## config.mk

```make
export PLATFORM = sky130hd
export DESIGN_NAME = legacy_region_steering
export DESIGN_NICKNAME = d
export VERILOG_FILES = /design/src/verilog/legacy_steer_pkg.sv /design/src/verilog/legacy_region_steering.sv
export SDC_FILE = /design/constraint.sdc
export NUM_CORES = 1
export LEC_CHECK = 0
export ABC_AREA = 1
export CORE_AREA = 2 2 54 56
export CTS_CLUSTER_SIZE = 40
export DETAILED_ROUTE_END_ITERATION = 6
export DIE_AREA = 0 0 56 58
export DONT_BUFFER_PORTS = 1
export PLACE_DENSITY = 0.63
export SLEW_MARGIN = 5
export SYNTH_ARGS = -nofsm -noshare
export SYNTH_HDL_FRONTEND = slang
export SYNTH_SLANG_ARGS = --single-unit
```

## constraint.sdc

```tcl
create_clock -name clock -period 1.6 [get_ports clock]
set_input_delay 0 -clock clock [delete_from_list [all_inputs] [get_ports clock]]
set_output_delay 0 -clock clock [all_outputs]
set_load 0.03 [all_outputs]
```

## src/verilog/legacy_steer_pkg.sv

```systemverilog
// package: register map, field layout and decode constants for steering
package legacy_steer_pkg;

    // ------------------------------------------------------------------
    // register offsets and reset values
    // ------------------------------------------------------------------
    localparam logic [7:0] SHADOW_ATTR_MAP_SIX_OFS   = 8'h96;
    localparam logic [7:0] LEGACY_HOLE_VIDEO_CTL_OFS = 8'h97;
    localparam logic [7:0] SHADOW_ATTR_MAP_SIX_RST   = 8'h00;
    localparam logic [7:0] LEGACY_HOLE_VIDEO_CTL_RST = 8'h00;

    // ------------------------------------------------------------------
    // field positions and writable masks
    // ------------------------------------------------------------------
    localparam int UPPER_ATTR_LSB   = 4;
    localparam int LOWER_ATTR_LSB   = 0;
    localparam int GAP_ON_BIT       = 7;
    localparam int MONO_PRESENT_BIT = 0;
    localparam logic [7:0] ATTR_WR_MASK = 8'h33;
    localparam logic [7:0] CTL_WR_MASK  = 8'h81;

    // ------------------------------------------------------------------
    // address ranges
    // ------------------------------------------------------------------
    localparam logic [35:0] LOWER_QTR_BASE = 36'h0000E8000;
    localparam logic [35:0] LOWER_QTR_TOP  = 36'h0000EBFFF;
    localparam logic [35:0] UPPER_QTR_BASE = 36'h0000EC000;
    localparam logic [35:0] UPPER_QTR_TOP  = 36'h0000EFFFF;
    localparam logic [35:0] GAP_BASE       = 36'h000F00000;
    localparam logic [35:0] GAP_TOP        = 36'h000FFFFFF;
    localparam logic [35:0] MONO_MEM_BASE  = 36'h0000B0000;
    localparam logic [35:0] MONO_MEM_TOP   = 36'h0000B7FFF;
    localparam logic [35:0] VGA_MEM_BASE   = 36'h0000A0000;
    localparam logic [35:0] VGA_MEM_TOP    = 36'h0000BFFFF;
    localparam logic [9:0]  MONO_IO_BASE   = 10'h3B4;
    localparam logic [9:0]  MONO_IO_TOP    = 10'h3BF;
    localparam logic [9:0]  MONO_PORT_BASE = 10'h3BC;
    localparam logic [9:0]  VGA_IO_BASE    = 10'h3C0;
    localparam logic [9:0]  VGA_IO_TOP     = 10'h3DF;
    localparam logic [11:0] MONO_IO_HITS   = 12'h873;

    // ------------------------------------------------------------------
    // attribute codes and destinations
    // ------------------------------------------------------------------
    localparam logic [1:0] ATTR_OFF    = 2'h0;
    localparam logic [1:0] ATTR_RD_ONLY = 2'h1;
    localparam logic [1:0] ATTR_WR_ONLY = 2'h2;
    localparam logic [1:0] ATTR_NORMAL  = 2'h3;

    typedef enum logic [1:0] {
        DEST_NONE  = 2'h0,
        DEST_DRAM  = 2'h1,
        DEST_SOUTH = 2'h3,
        DEST_GFX   = 2'h2
    } dest_e;

    typedef struct packed {
        logic        valid;
        logic        is_io;
        logic        is_write;
        logic [35:0] addr;
        logic [3:0]  byte_en;
    } cycle_s;

    typedef struct packed {
        logic        valid;
        logic [1:0]  dest;
    } route_s;

endpackage : legacy_steer_pkg

```

## src/verilog/legacy_region_steering.sv

```systemverilog
// module: legacy region address steering with its two config registers
//
// Functional notes
// - upper quarter steered by bits 5:4
// - lower quarter steered by bits 1:0
// - code 00 sends everything south
// - code 01 reads DRAM, writes south
// - code 10 writes DRAM, reads south
// - code 11 reads and writes DRAM
// - gap bit unclaims 15-16 MB, no relocation
// - mono bit combines with bridge VGA enable
// - VGA off sends mono I/O south
// - VGA on, no mono: 3BC-3BF by window
// - mono memory and I/O locations defined
// - mono I/O decode ignores A[15:10]
// - with mono on, any touched mono byte goes south
// - both off routes video south
// - VGA on, no mono: all to graphics except 3BC-3BF outside window
// - both on: VGA graphics, mono south
`timescale 1ns/10ps
module legacy_region_steering
    import legacy_steer_pkg::*;
(
    input  wire logic       clock,         // core clock
    input  wire logic       rst_n,         // sync reset, active low
    input  wire logic       cfg_wr,        // config write strobe
    input  wire logic       cfg_rd,        // config read strobe
    input  wire logic [7:0] cfg_addr,      // config offset
    input  wire logic [7:0] cfg_wdata,     // config write data
    input  wire logic       cfg_lock,      // platform lock condition
    output logic      [7:0] cfg_rdata,     // config read data
    output logic            cfg_rvalid,    // read data valid pulse
    input  wire logic       legacy_video_route_on, // bridge VGA enable
    input  wire logic       gfx_io_win_hit, // address in graphics I/O window
    input  wire cycle_s     cyc_in,        // processor cycle
    output route_s          route_out,     // steering decision
    output logic            upper_quarter_rd_dram, // status view
    output logic            fifteen_meg_gap_active // status view
);

    // ------------------------------------------------------------------
    // register state
    // ------------------------------------------------------------------
    logic [7:0] attr_q;
    logic [7:0] attr_d;
    logic [7:0] ctl_q;
    logic [7:0] ctl_d;
    logic [7:0] rdata_q;
    logic [7:0] rdata_d;
    logic       rvalid_q;
    route_s     route_q;
    route_s     route_d;
    logic       up_rd_q;
    logic       gap_q;

    // ------------------------------------------------------------------
    // offset decode and write path
    // ------------------------------------------------------------------
    wire sel_attr = cfg_addr == SHADOW_ATTR_MAP_SIX_OFS;
    wire sel_ctl  = cfg_addr == LEGACY_HOLE_VIDEO_CTL_OFS;

    // the lock freezes both registers whatever the offset
    wire wr_ok    = cfg_wr & ~cfg_lock;
    wire wr_attr  = wr_ok & sel_attr;
    wire wr_ctl   = wr_ok & sel_ctl;

    // reserved bits are dropped on the way in and so read as zero
    wire [7:0] attr_wval = cfg_wdata & ATTR_WR_MASK;
    wire [7:0] ctl_wval  = cfg_wdata & CTL_WR_MASK;

    assign attr_d = wr_attr ? attr_wval : attr_q;
    assign ctl_d  = wr_ctl  ? ctl_wval  : ctl_q;

    always_ff @(posedge clock) begin
        if (!rst_n) begin
            attr_q <= SHADOW_ATTR_MAP_SIX_RST;
            ctl_q  <= LEGACY_HOLE_VIDEO_CTL_RST;
        end else begin
            attr_q <= attr_d;
            ctl_q  <= ctl_d;
        end
    end

    // ------------------------------------------------------------------
    // read path
    // ------------------------------------------------------------------
    // unmapped offsets return zero; data holds until the next read
    wire [7:0] rd_attr = sel_attr ? attr_q : 8'h00;
    wire [7:0] rd_ctl  = sel_ctl  ? ctl_q  : 8'h00;
    assign rdata_d = cfg_rd ? (rd_attr | rd_ctl) : rdata_q;

    always_ff @(posedge clock) begin
        if (!rst_n) begin
            rdata_q  <= 8'h00;
            rvalid_q <= 1'b0;
        end else begin
            rdata_q  <= rdata_d;
            rvalid_q <= cfg_rd;
        end
    end

    // ------------------------------------------------------------------
    // field views
    // ------------------------------------------------------------------
    wire [1:0] upper_quarter_attr = attr_q[UPPER_ATTR_LSB +: 2];
    wire [1:0] lower_quarter_attr = attr_q[LOWER_ATTR_LSB +: 2];
    wire fifteen_meg_gap_on   = ctl_q[GAP_ON_BIT];
    wire mono_adapter_present = ctl_q[MONO_PRESENT_BIT];

    // ------------------------------------------------------------------
    // cycle qualifiers
    // ------------------------------------------------------------------
    wire [35:0] a       = cyc_in.addr;
    wire        mem_cyc = cyc_in.valid & ~cyc_in.is_io;
    wire        io_cyc  = cyc_in.valid & cyc_in.is_io;
    wire        wr_cyc  = cyc_in.is_write;

    // ------------------------------------------------------------------
    // shadow quarters
    // ------------------------------------------------------------------
    // entry 0 is the lower quarter, entry 1 the upper quarter
    wire [1:0][35:0] qtr_base = {UPPER_QTR_BASE, LOWER_QTR_BASE};
    wire [1:0][35:0] qtr_top  = {UPPER_QTR_TOP, LOWER_QTR_TOP};
    wire [1:0][1:0]  qtr_code = {upper_quarter_attr, lower_quarter_attr};
    logic [1:0] qtr_hit;
    logic [1:0] qtr_dram;

    genvar q;
    generate
        for (q = 0; q < 2; q++) begin : g_qtr
            wire c_off   = qtr_code[q] == ATTR_OFF;
            wire c_rd    = qtr_code[q] == ATTR_RD_ONLY;
            wire c_wr    = qtr_code[q] == ATTR_WR_ONLY;
            wire c_norm  = qtr_code[q] == ATTR_NORMAL;
            wire rd_dram = c_rd | c_norm;
            wire wr_dram = c_wr | c_norm;
            assign qtr_hit[q]  = mem_cyc & (a >= qtr_base[q]) &
                                 (a <= qtr_top[q]);
            assign qtr_dram[q] = ~c_off & (wr_cyc ? wr_dram : rd_dram);
        end
    endgenerate

    wire in_lower       = qtr_hit[0];
    wire in_upper       = qtr_hit[1];
    wire in_shadow      = in_lower | in_upper;
    wire shadow_to_dram = in_upper ? qtr_dram[1] : qtr_dram[0];

    // ------------------------------------------------------------------
    // fifteen meg gap
    // ------------------------------------------------------------------
    // the DRAM behind the gap is simply lost, nothing is relocated
    wire gap_rng = (a >= GAP_BASE) & (a <= GAP_TOP);
    wire in_gap  = mem_cyc & fifteen_meg_gap_on & gap_rng;

    // ------------------------------------------------------------------
    // video memory decode
    // ------------------------------------------------------------------
    wire in_mono_mem = mem_cyc & (a >= MONO_MEM_BASE) &
                       (a <= MONO_MEM_TOP);
    wire in_vga_mem  = mem_cyc & (a >= VGA_MEM_BASE) &
                       (a <= VGA_MEM_TOP) & ~in_mono_mem;

    // ------------------------------------------------------------------
    // video I/O lanes
    // ------------------------------------------------------------------
    wire [9:0] io_a = {a[9:2], 2'h0};

    // per byte lane: does this byte hit a listed mono location
    logic [3:0] lane_mono;
    logic [3:0] lane_port;
    genvar g;
    generate
        for (g = 0; g < 4; g++) begin : g_lane
            wire [9:0] ba = io_a | 10'(g);
            wire in_rng   = (ba >= MONO_IO_BASE) & (ba <= MONO_IO_TOP);
            wire [3:0] ix = 4'(ba - MONO_IO_BASE);
            assign lane_mono[g] = cyc_in.byte_en[g] & in_rng &
                                  MONO_IO_HITS[ix];
            assign lane_port[g] = cyc_in.byte_en[g] &
                                  (ba >= MONO_PORT_BASE) &
                                  (ba <= MONO_IO_TOP);
        end
    endgenerate

    wire io_mono  = io_cyc & (|lane_mono);
    wire io_port  = io_cyc & (|lane_port);
    wire io_vga   = io_cyc & (io_a >= VGA_IO_BASE) & (io_a <= VGA_IO_TOP);
    wire io_monor = io_cyc & (io_a >= MONO_IO_BASE) &
                    (io_a <= MONO_IO_TOP);

    // ------------------------------------------------------------------
    // routing classes, highest priority first
    // ------------------------------------------------------------------
    wire vga_on  = legacy_video_route_on;
    // mono set without VGA is the illegal pair and counts as absent
    wire mono_on = mono_adapter_present & vga_on;

    wire is_mono  = in_mono_mem | io_mono | io_monor;
    wire is_vga   = in_vga_mem | io_vga;
    wire cls_shad = in_shadow;
    wire cls_gap  = ~cls_shad & in_gap;
    wire cls_mono = ~cls_shad & ~cls_gap & is_mono;
    wire cls_vga  = ~cls_shad & ~cls_gap & ~is_mono & is_vga;
    wire cls_io   = ~cls_shad & ~is_mono & ~is_vga & io_cyc;
    wire cls_dram = mem_cyc & ~cls_shad & ~cls_gap & ~is_mono & ~is_vga;

    // ------------------------------------------------------------------
    // per-class destination
    // ------------------------------------------------------------------
    wire shad_south = cls_shad & ~shadow_to_dram;
    wire shad_dram  = cls_shad & shadow_to_dram;

    wire mono_vga_off = cls_mono & ~vga_on;
    wire mono_claimed = cls_mono & mono_on;
    wire mono_no_win  = cls_mono & vga_on & ~mono_on &
                        io_port & ~gfx_io_win_hit;
    wire mono_south   = mono_vga_off | mono_claimed | mono_no_win;
    wire mono_gfx     = cls_mono & ~mono_south;

    wire vga_south = cls_vga & ~vga_on;
    wire vga_gfx   = cls_vga & vga_on;

    // ------------------------------------------------------------------
    // destination encode
    // ------------------------------------------------------------------
    wire to_south = shad_south | mono_south | vga_south |
                    cls_gap | cls_io;
    wire to_gfx   = mono_gfx | vga_gfx;
    wire to_dram  = shad_dram | cls_dram;

    wire [1:0] dest_code = to_south ? DEST_SOUTH :
                           to_gfx   ? DEST_GFX   :
                           to_dram  ? DEST_DRAM  : DEST_NONE;

    assign route_d = '{valid: cyc_in.valid, dest: dest_code};

    // ------------------------------------------------------------------
    // output stage
    // ------------------------------------------------------------------
    always_ff @(posedge clock) begin
        if (!rst_n) begin
            route_q <= '0;
        end else begin
            route_q <= route_d;
        end
    end

    // status views follow the register bits one cycle late
    always_ff @(posedge clock) begin
        if (!rst_n) begin
            up_rd_q <= 1'b0;
            gap_q   <= 1'b0;
        end else begin
            up_rd_q <= upper_quarter_attr[0];
            gap_q   <= fifteen_meg_gap_on;
        end
    end

    assign cfg_rdata              = rdata_q;
    assign cfg_rvalid             = rvalid_q;
    assign route_out              = route_q;
    assign upper_quarter_rd_dram  = up_rd_q;
    assign fifteen_meg_gap_active = gap_q;

endmodule : legacy_region_steering

```

==> results.py <==
metrics = {
    "synth": {
        "yosys-top-cells-area": "dfxtp_1 30%, nand2_1 15%, inv_1 10%",
        "syn-cell-area_um2": 1129,
        "netlist_instances": 186,
        "yosys_register_bits": 17,
        "synth.top_cell.area_share_pct": 30.16,
        "synth_cell_types": 25,
        "synth_warnings": 0,
        "yosysTopAreaCell": "dfxtp_1",
        "syn_avg_cell_area_um2": 6.068,
        "ys_seq_area_share_pct": 30.16,
    },
    "power": {
        "p_total_mw": 0.7723,
        "powerDensity_nw_per_um2": 598.1,
        "irDropWorstVdd_v": 0.0006306,
        "power.leakage_nw": 0.6174,
    },
    "placement": {
        "dp_hpwl_um": 1981,
        "place_inst": 214,
        "gp_routability_congestion": 0.7984,
        "port_buffers": 0,
    },
    "grt": {
        "antenna_found_initial": 0,
        "grt_pass1_wl_um": 4202,
        "grt_max_degree": 10,
        "grt_use_total_pct": 15.91,
        "grt_pass1_vias": 1032,
        "grt-ovfl-total": 0,
    },
    "floorplan": {
        "dieArea_um2": 3248,
        "rows": 19,
        "initial_core_util_pct": 42.39,
        "die_w_um": 56,
        "core_um2": 2663,
        "fp.dieH_um": 58,
        "pin_count": 80,
    },
    "min_path": {
        "hp-class": "input port to register",
    },
    "drt": {
        "drc_errors": 0,
        "dr.first_iter.drc_count": 19,
        "wirelength_um": 2434,
        "detail-route-antenna-nets": 0,
        "vias_per_cell": 5.057,
        "vias": 1163,
        "wl_per_cell_um": 10.58,
        "dr.pass1.iters": 4,
    },
    "clock_network": {
        "clk_pin_slew_worst_paths_ns": 0.09,
        "root_buffer": "clkbuf_4",
        "numCtsBuffers": 3,
        "htree_levels": 1,
        "clk_latency_ns": 0.28,
        "ctsLongestPathBuffers": 2,
        "cts.sinks": 17,
        "postCtsSetupRepairBufs": 0,
        "tritoncts": "yes",
    },
    "timing": {
        "finalCritPeriodShare_pct": 88.72,
        "setup_tns_ns": 0,
        "finalSetupViolCount": 0,
        "rsz0062_at_grt": "false",
        "fin_worst_skew_ns": 0.002148,
        "fin_crit_ns": 1.420,
        "hold_slack_ns": 0.03293,
        "slew_violations": 0,
        "clock.fmax_ghz": 0.7045,
        "final-hold-violation-count": 0,
    },
    "setup_path": {
        "criticalPathCategory": "register to register",
        "critPathLaunchType": "register",
        "required_ns": 1.83,
        "crit_arrival_ns": 1.65,
        "cp-end-kind": "register",
        "cp_max_fo": 2,
    },
    "cells_and_area": {
        "layout.cells.non_filler": 230,
        "fill_cells": 300,
        "nets": 269,
        "final_util_pct": 48.50,
        "final_layout_size_suffix_gt1_share_pct": 8.543,
        "antenna_cells": 0,
        "areaGrowthSynthToFinish_pct": 14.41,
    },
    "run": {
        "drv_cap": 0,
    },
    "run_status": {
        "outcome": "completed",
    },
}
sequential cells by signal (all words and copies together) (netlist names):
signal	count
cfg_rvalid	1
cfg_rdata	5
upper_quarter_rd_dram	1
fifteen_meg_gap_active	1
attr_q	4
ctl_q	2
route_out	3
cell families (layout without fill, tap and decap cells):
group | after synthesis | after routing | share of synthesized area [%]
fa+ha+maj | 3 | 3 | 3.326
compound gates | 28 | 28 | 13.30
other cells | 1 | 3 | 0.3323
buf+inv | 37 | 48 | 13.30
flops | 17 | 17 | 30.16
simple gates | 100 | 100 | 39.58
what timing repair did:
action                                  in CTS  in global routing
hold endpoints to repair                    17                  0
endpoints found under the setup margin       0                  0
hold buffers                                12                  0
resized for setup                            0                  0
layer usage:
layer | global-route usage [%] | vias to the layer above | wire length (µm)
met5 | 0 | - | 0
met4 | 1.020 | 0 | 8
met3 | 4.911 | 2 | 217
met2 | 27.39 | 53 | 1157
met1 | 20.69 | 505 | 1051
li1 | - | 603 | -
metrics by stage:
| stage | instance area, µm² | worst slack, ns |
|---|---|---|
| 6_report | 1291 | 0.1805 |
| 5_1_grt | 1291 | 0.06372 |
| 4_1_cts | 1291 | 0.2083 |
| 3_5_place_dp | 1145 | 0.2368 |
| 3_3_place_gp | 1145 | 0.2529 |
| 2_1_floorplan | 1136 | 0.3337 |
layout by cell type (no fill, tap or decap), drive strengths merged, types with 3 or more instances in the layout:
master,Yosys,final
nand3,10,10
clkbuf,2,4
dlygate4sd3,0,12
nand2,49,49
o21ai,9,9
nand4,3,3
a21oi,15,15
ha,3,3
conb,1,3
inv,32,32
nor2,29,29
dfxtp,17,17
nor3,7,7
layout make-up:
| cell class | instances | area (µm²) | share of cell area [%] |
|---|---|---|---|
| Clock buffer | 4 | 26.28 | 2.035 |
| Inverter | 32 | 120.1 | 9.302 |
| Multi-Input combinational cell | 134 | 645.6 | 50.00 |
| Sequential cell | 17 | 340.3 | 26.36 |
| Tap cell | 31 | 38.79 | 3.004 |
| Timing Repair Buffer | 12 | 120.1 | 9.302 |
path summary, 6_finish.rpt:
path	depth (start not counted)	endpoint	slack (ns)	start
worst max-delay path	3	cfg_rdata[7]$_SDFFE_PN0P_	0.18	cfg_rdata[7]$_SDFFE_PN0P_
worst min-delay path	4	ctl_q[0]$_SDFFE_PN0P_	0.03	cfg_wr
worst max register to register	3	cfg_rdata[7]$_SDFFE_PN0P_	0.18	cfg_rdata[7]$_SDFFE_PN0P_
worst min register to register	2	fifteen_meg_gap_active$_SDFF_PN0_	0.45	ctl_q[7]$_SDFFE_PN0P_
Yosys cell counts:
master / instances
buf_4: 3
nand3_2: 1
nor3_2: 1
inv_2: 2
clkbuf_1: 2
conb_1: 1
o22ai_1: 1
nand3_1: 9
nand2_1: 46
o211ai_1: 1
a31o_2: 1
or3_1: 1
nand4_1: 3
nor2_2: 5
dfxtp_1: 17
o21ai_0: 9
nor2_4: 1
a21oi_1: 15
nor3_1: 6
nor2_1: 23
nand2_2: 3
inv_1: 30
ha_1: 3
a21boi_0: 1
nor4_1: 1
where the power goes:
part | internal, mW | leakage (nW) | switching [mW] | total, mW
Sequential | 0.431 | 0.138 | 0.0195 | 0.450
Clock | 0.0968 | 0.0150 | 0.123 | 0.219
Combinational | 0.0436 | 0.464 | 0.0589 | 0.103
worst max-delay path, stage by stage (launching register included):
cell and delay (ns):
dfxtp_1 0.51, o21ai_0 0.15, a21oi_1 0.14, dlygate4sd3_1 0.57
(Power assumes the default switching activity.)
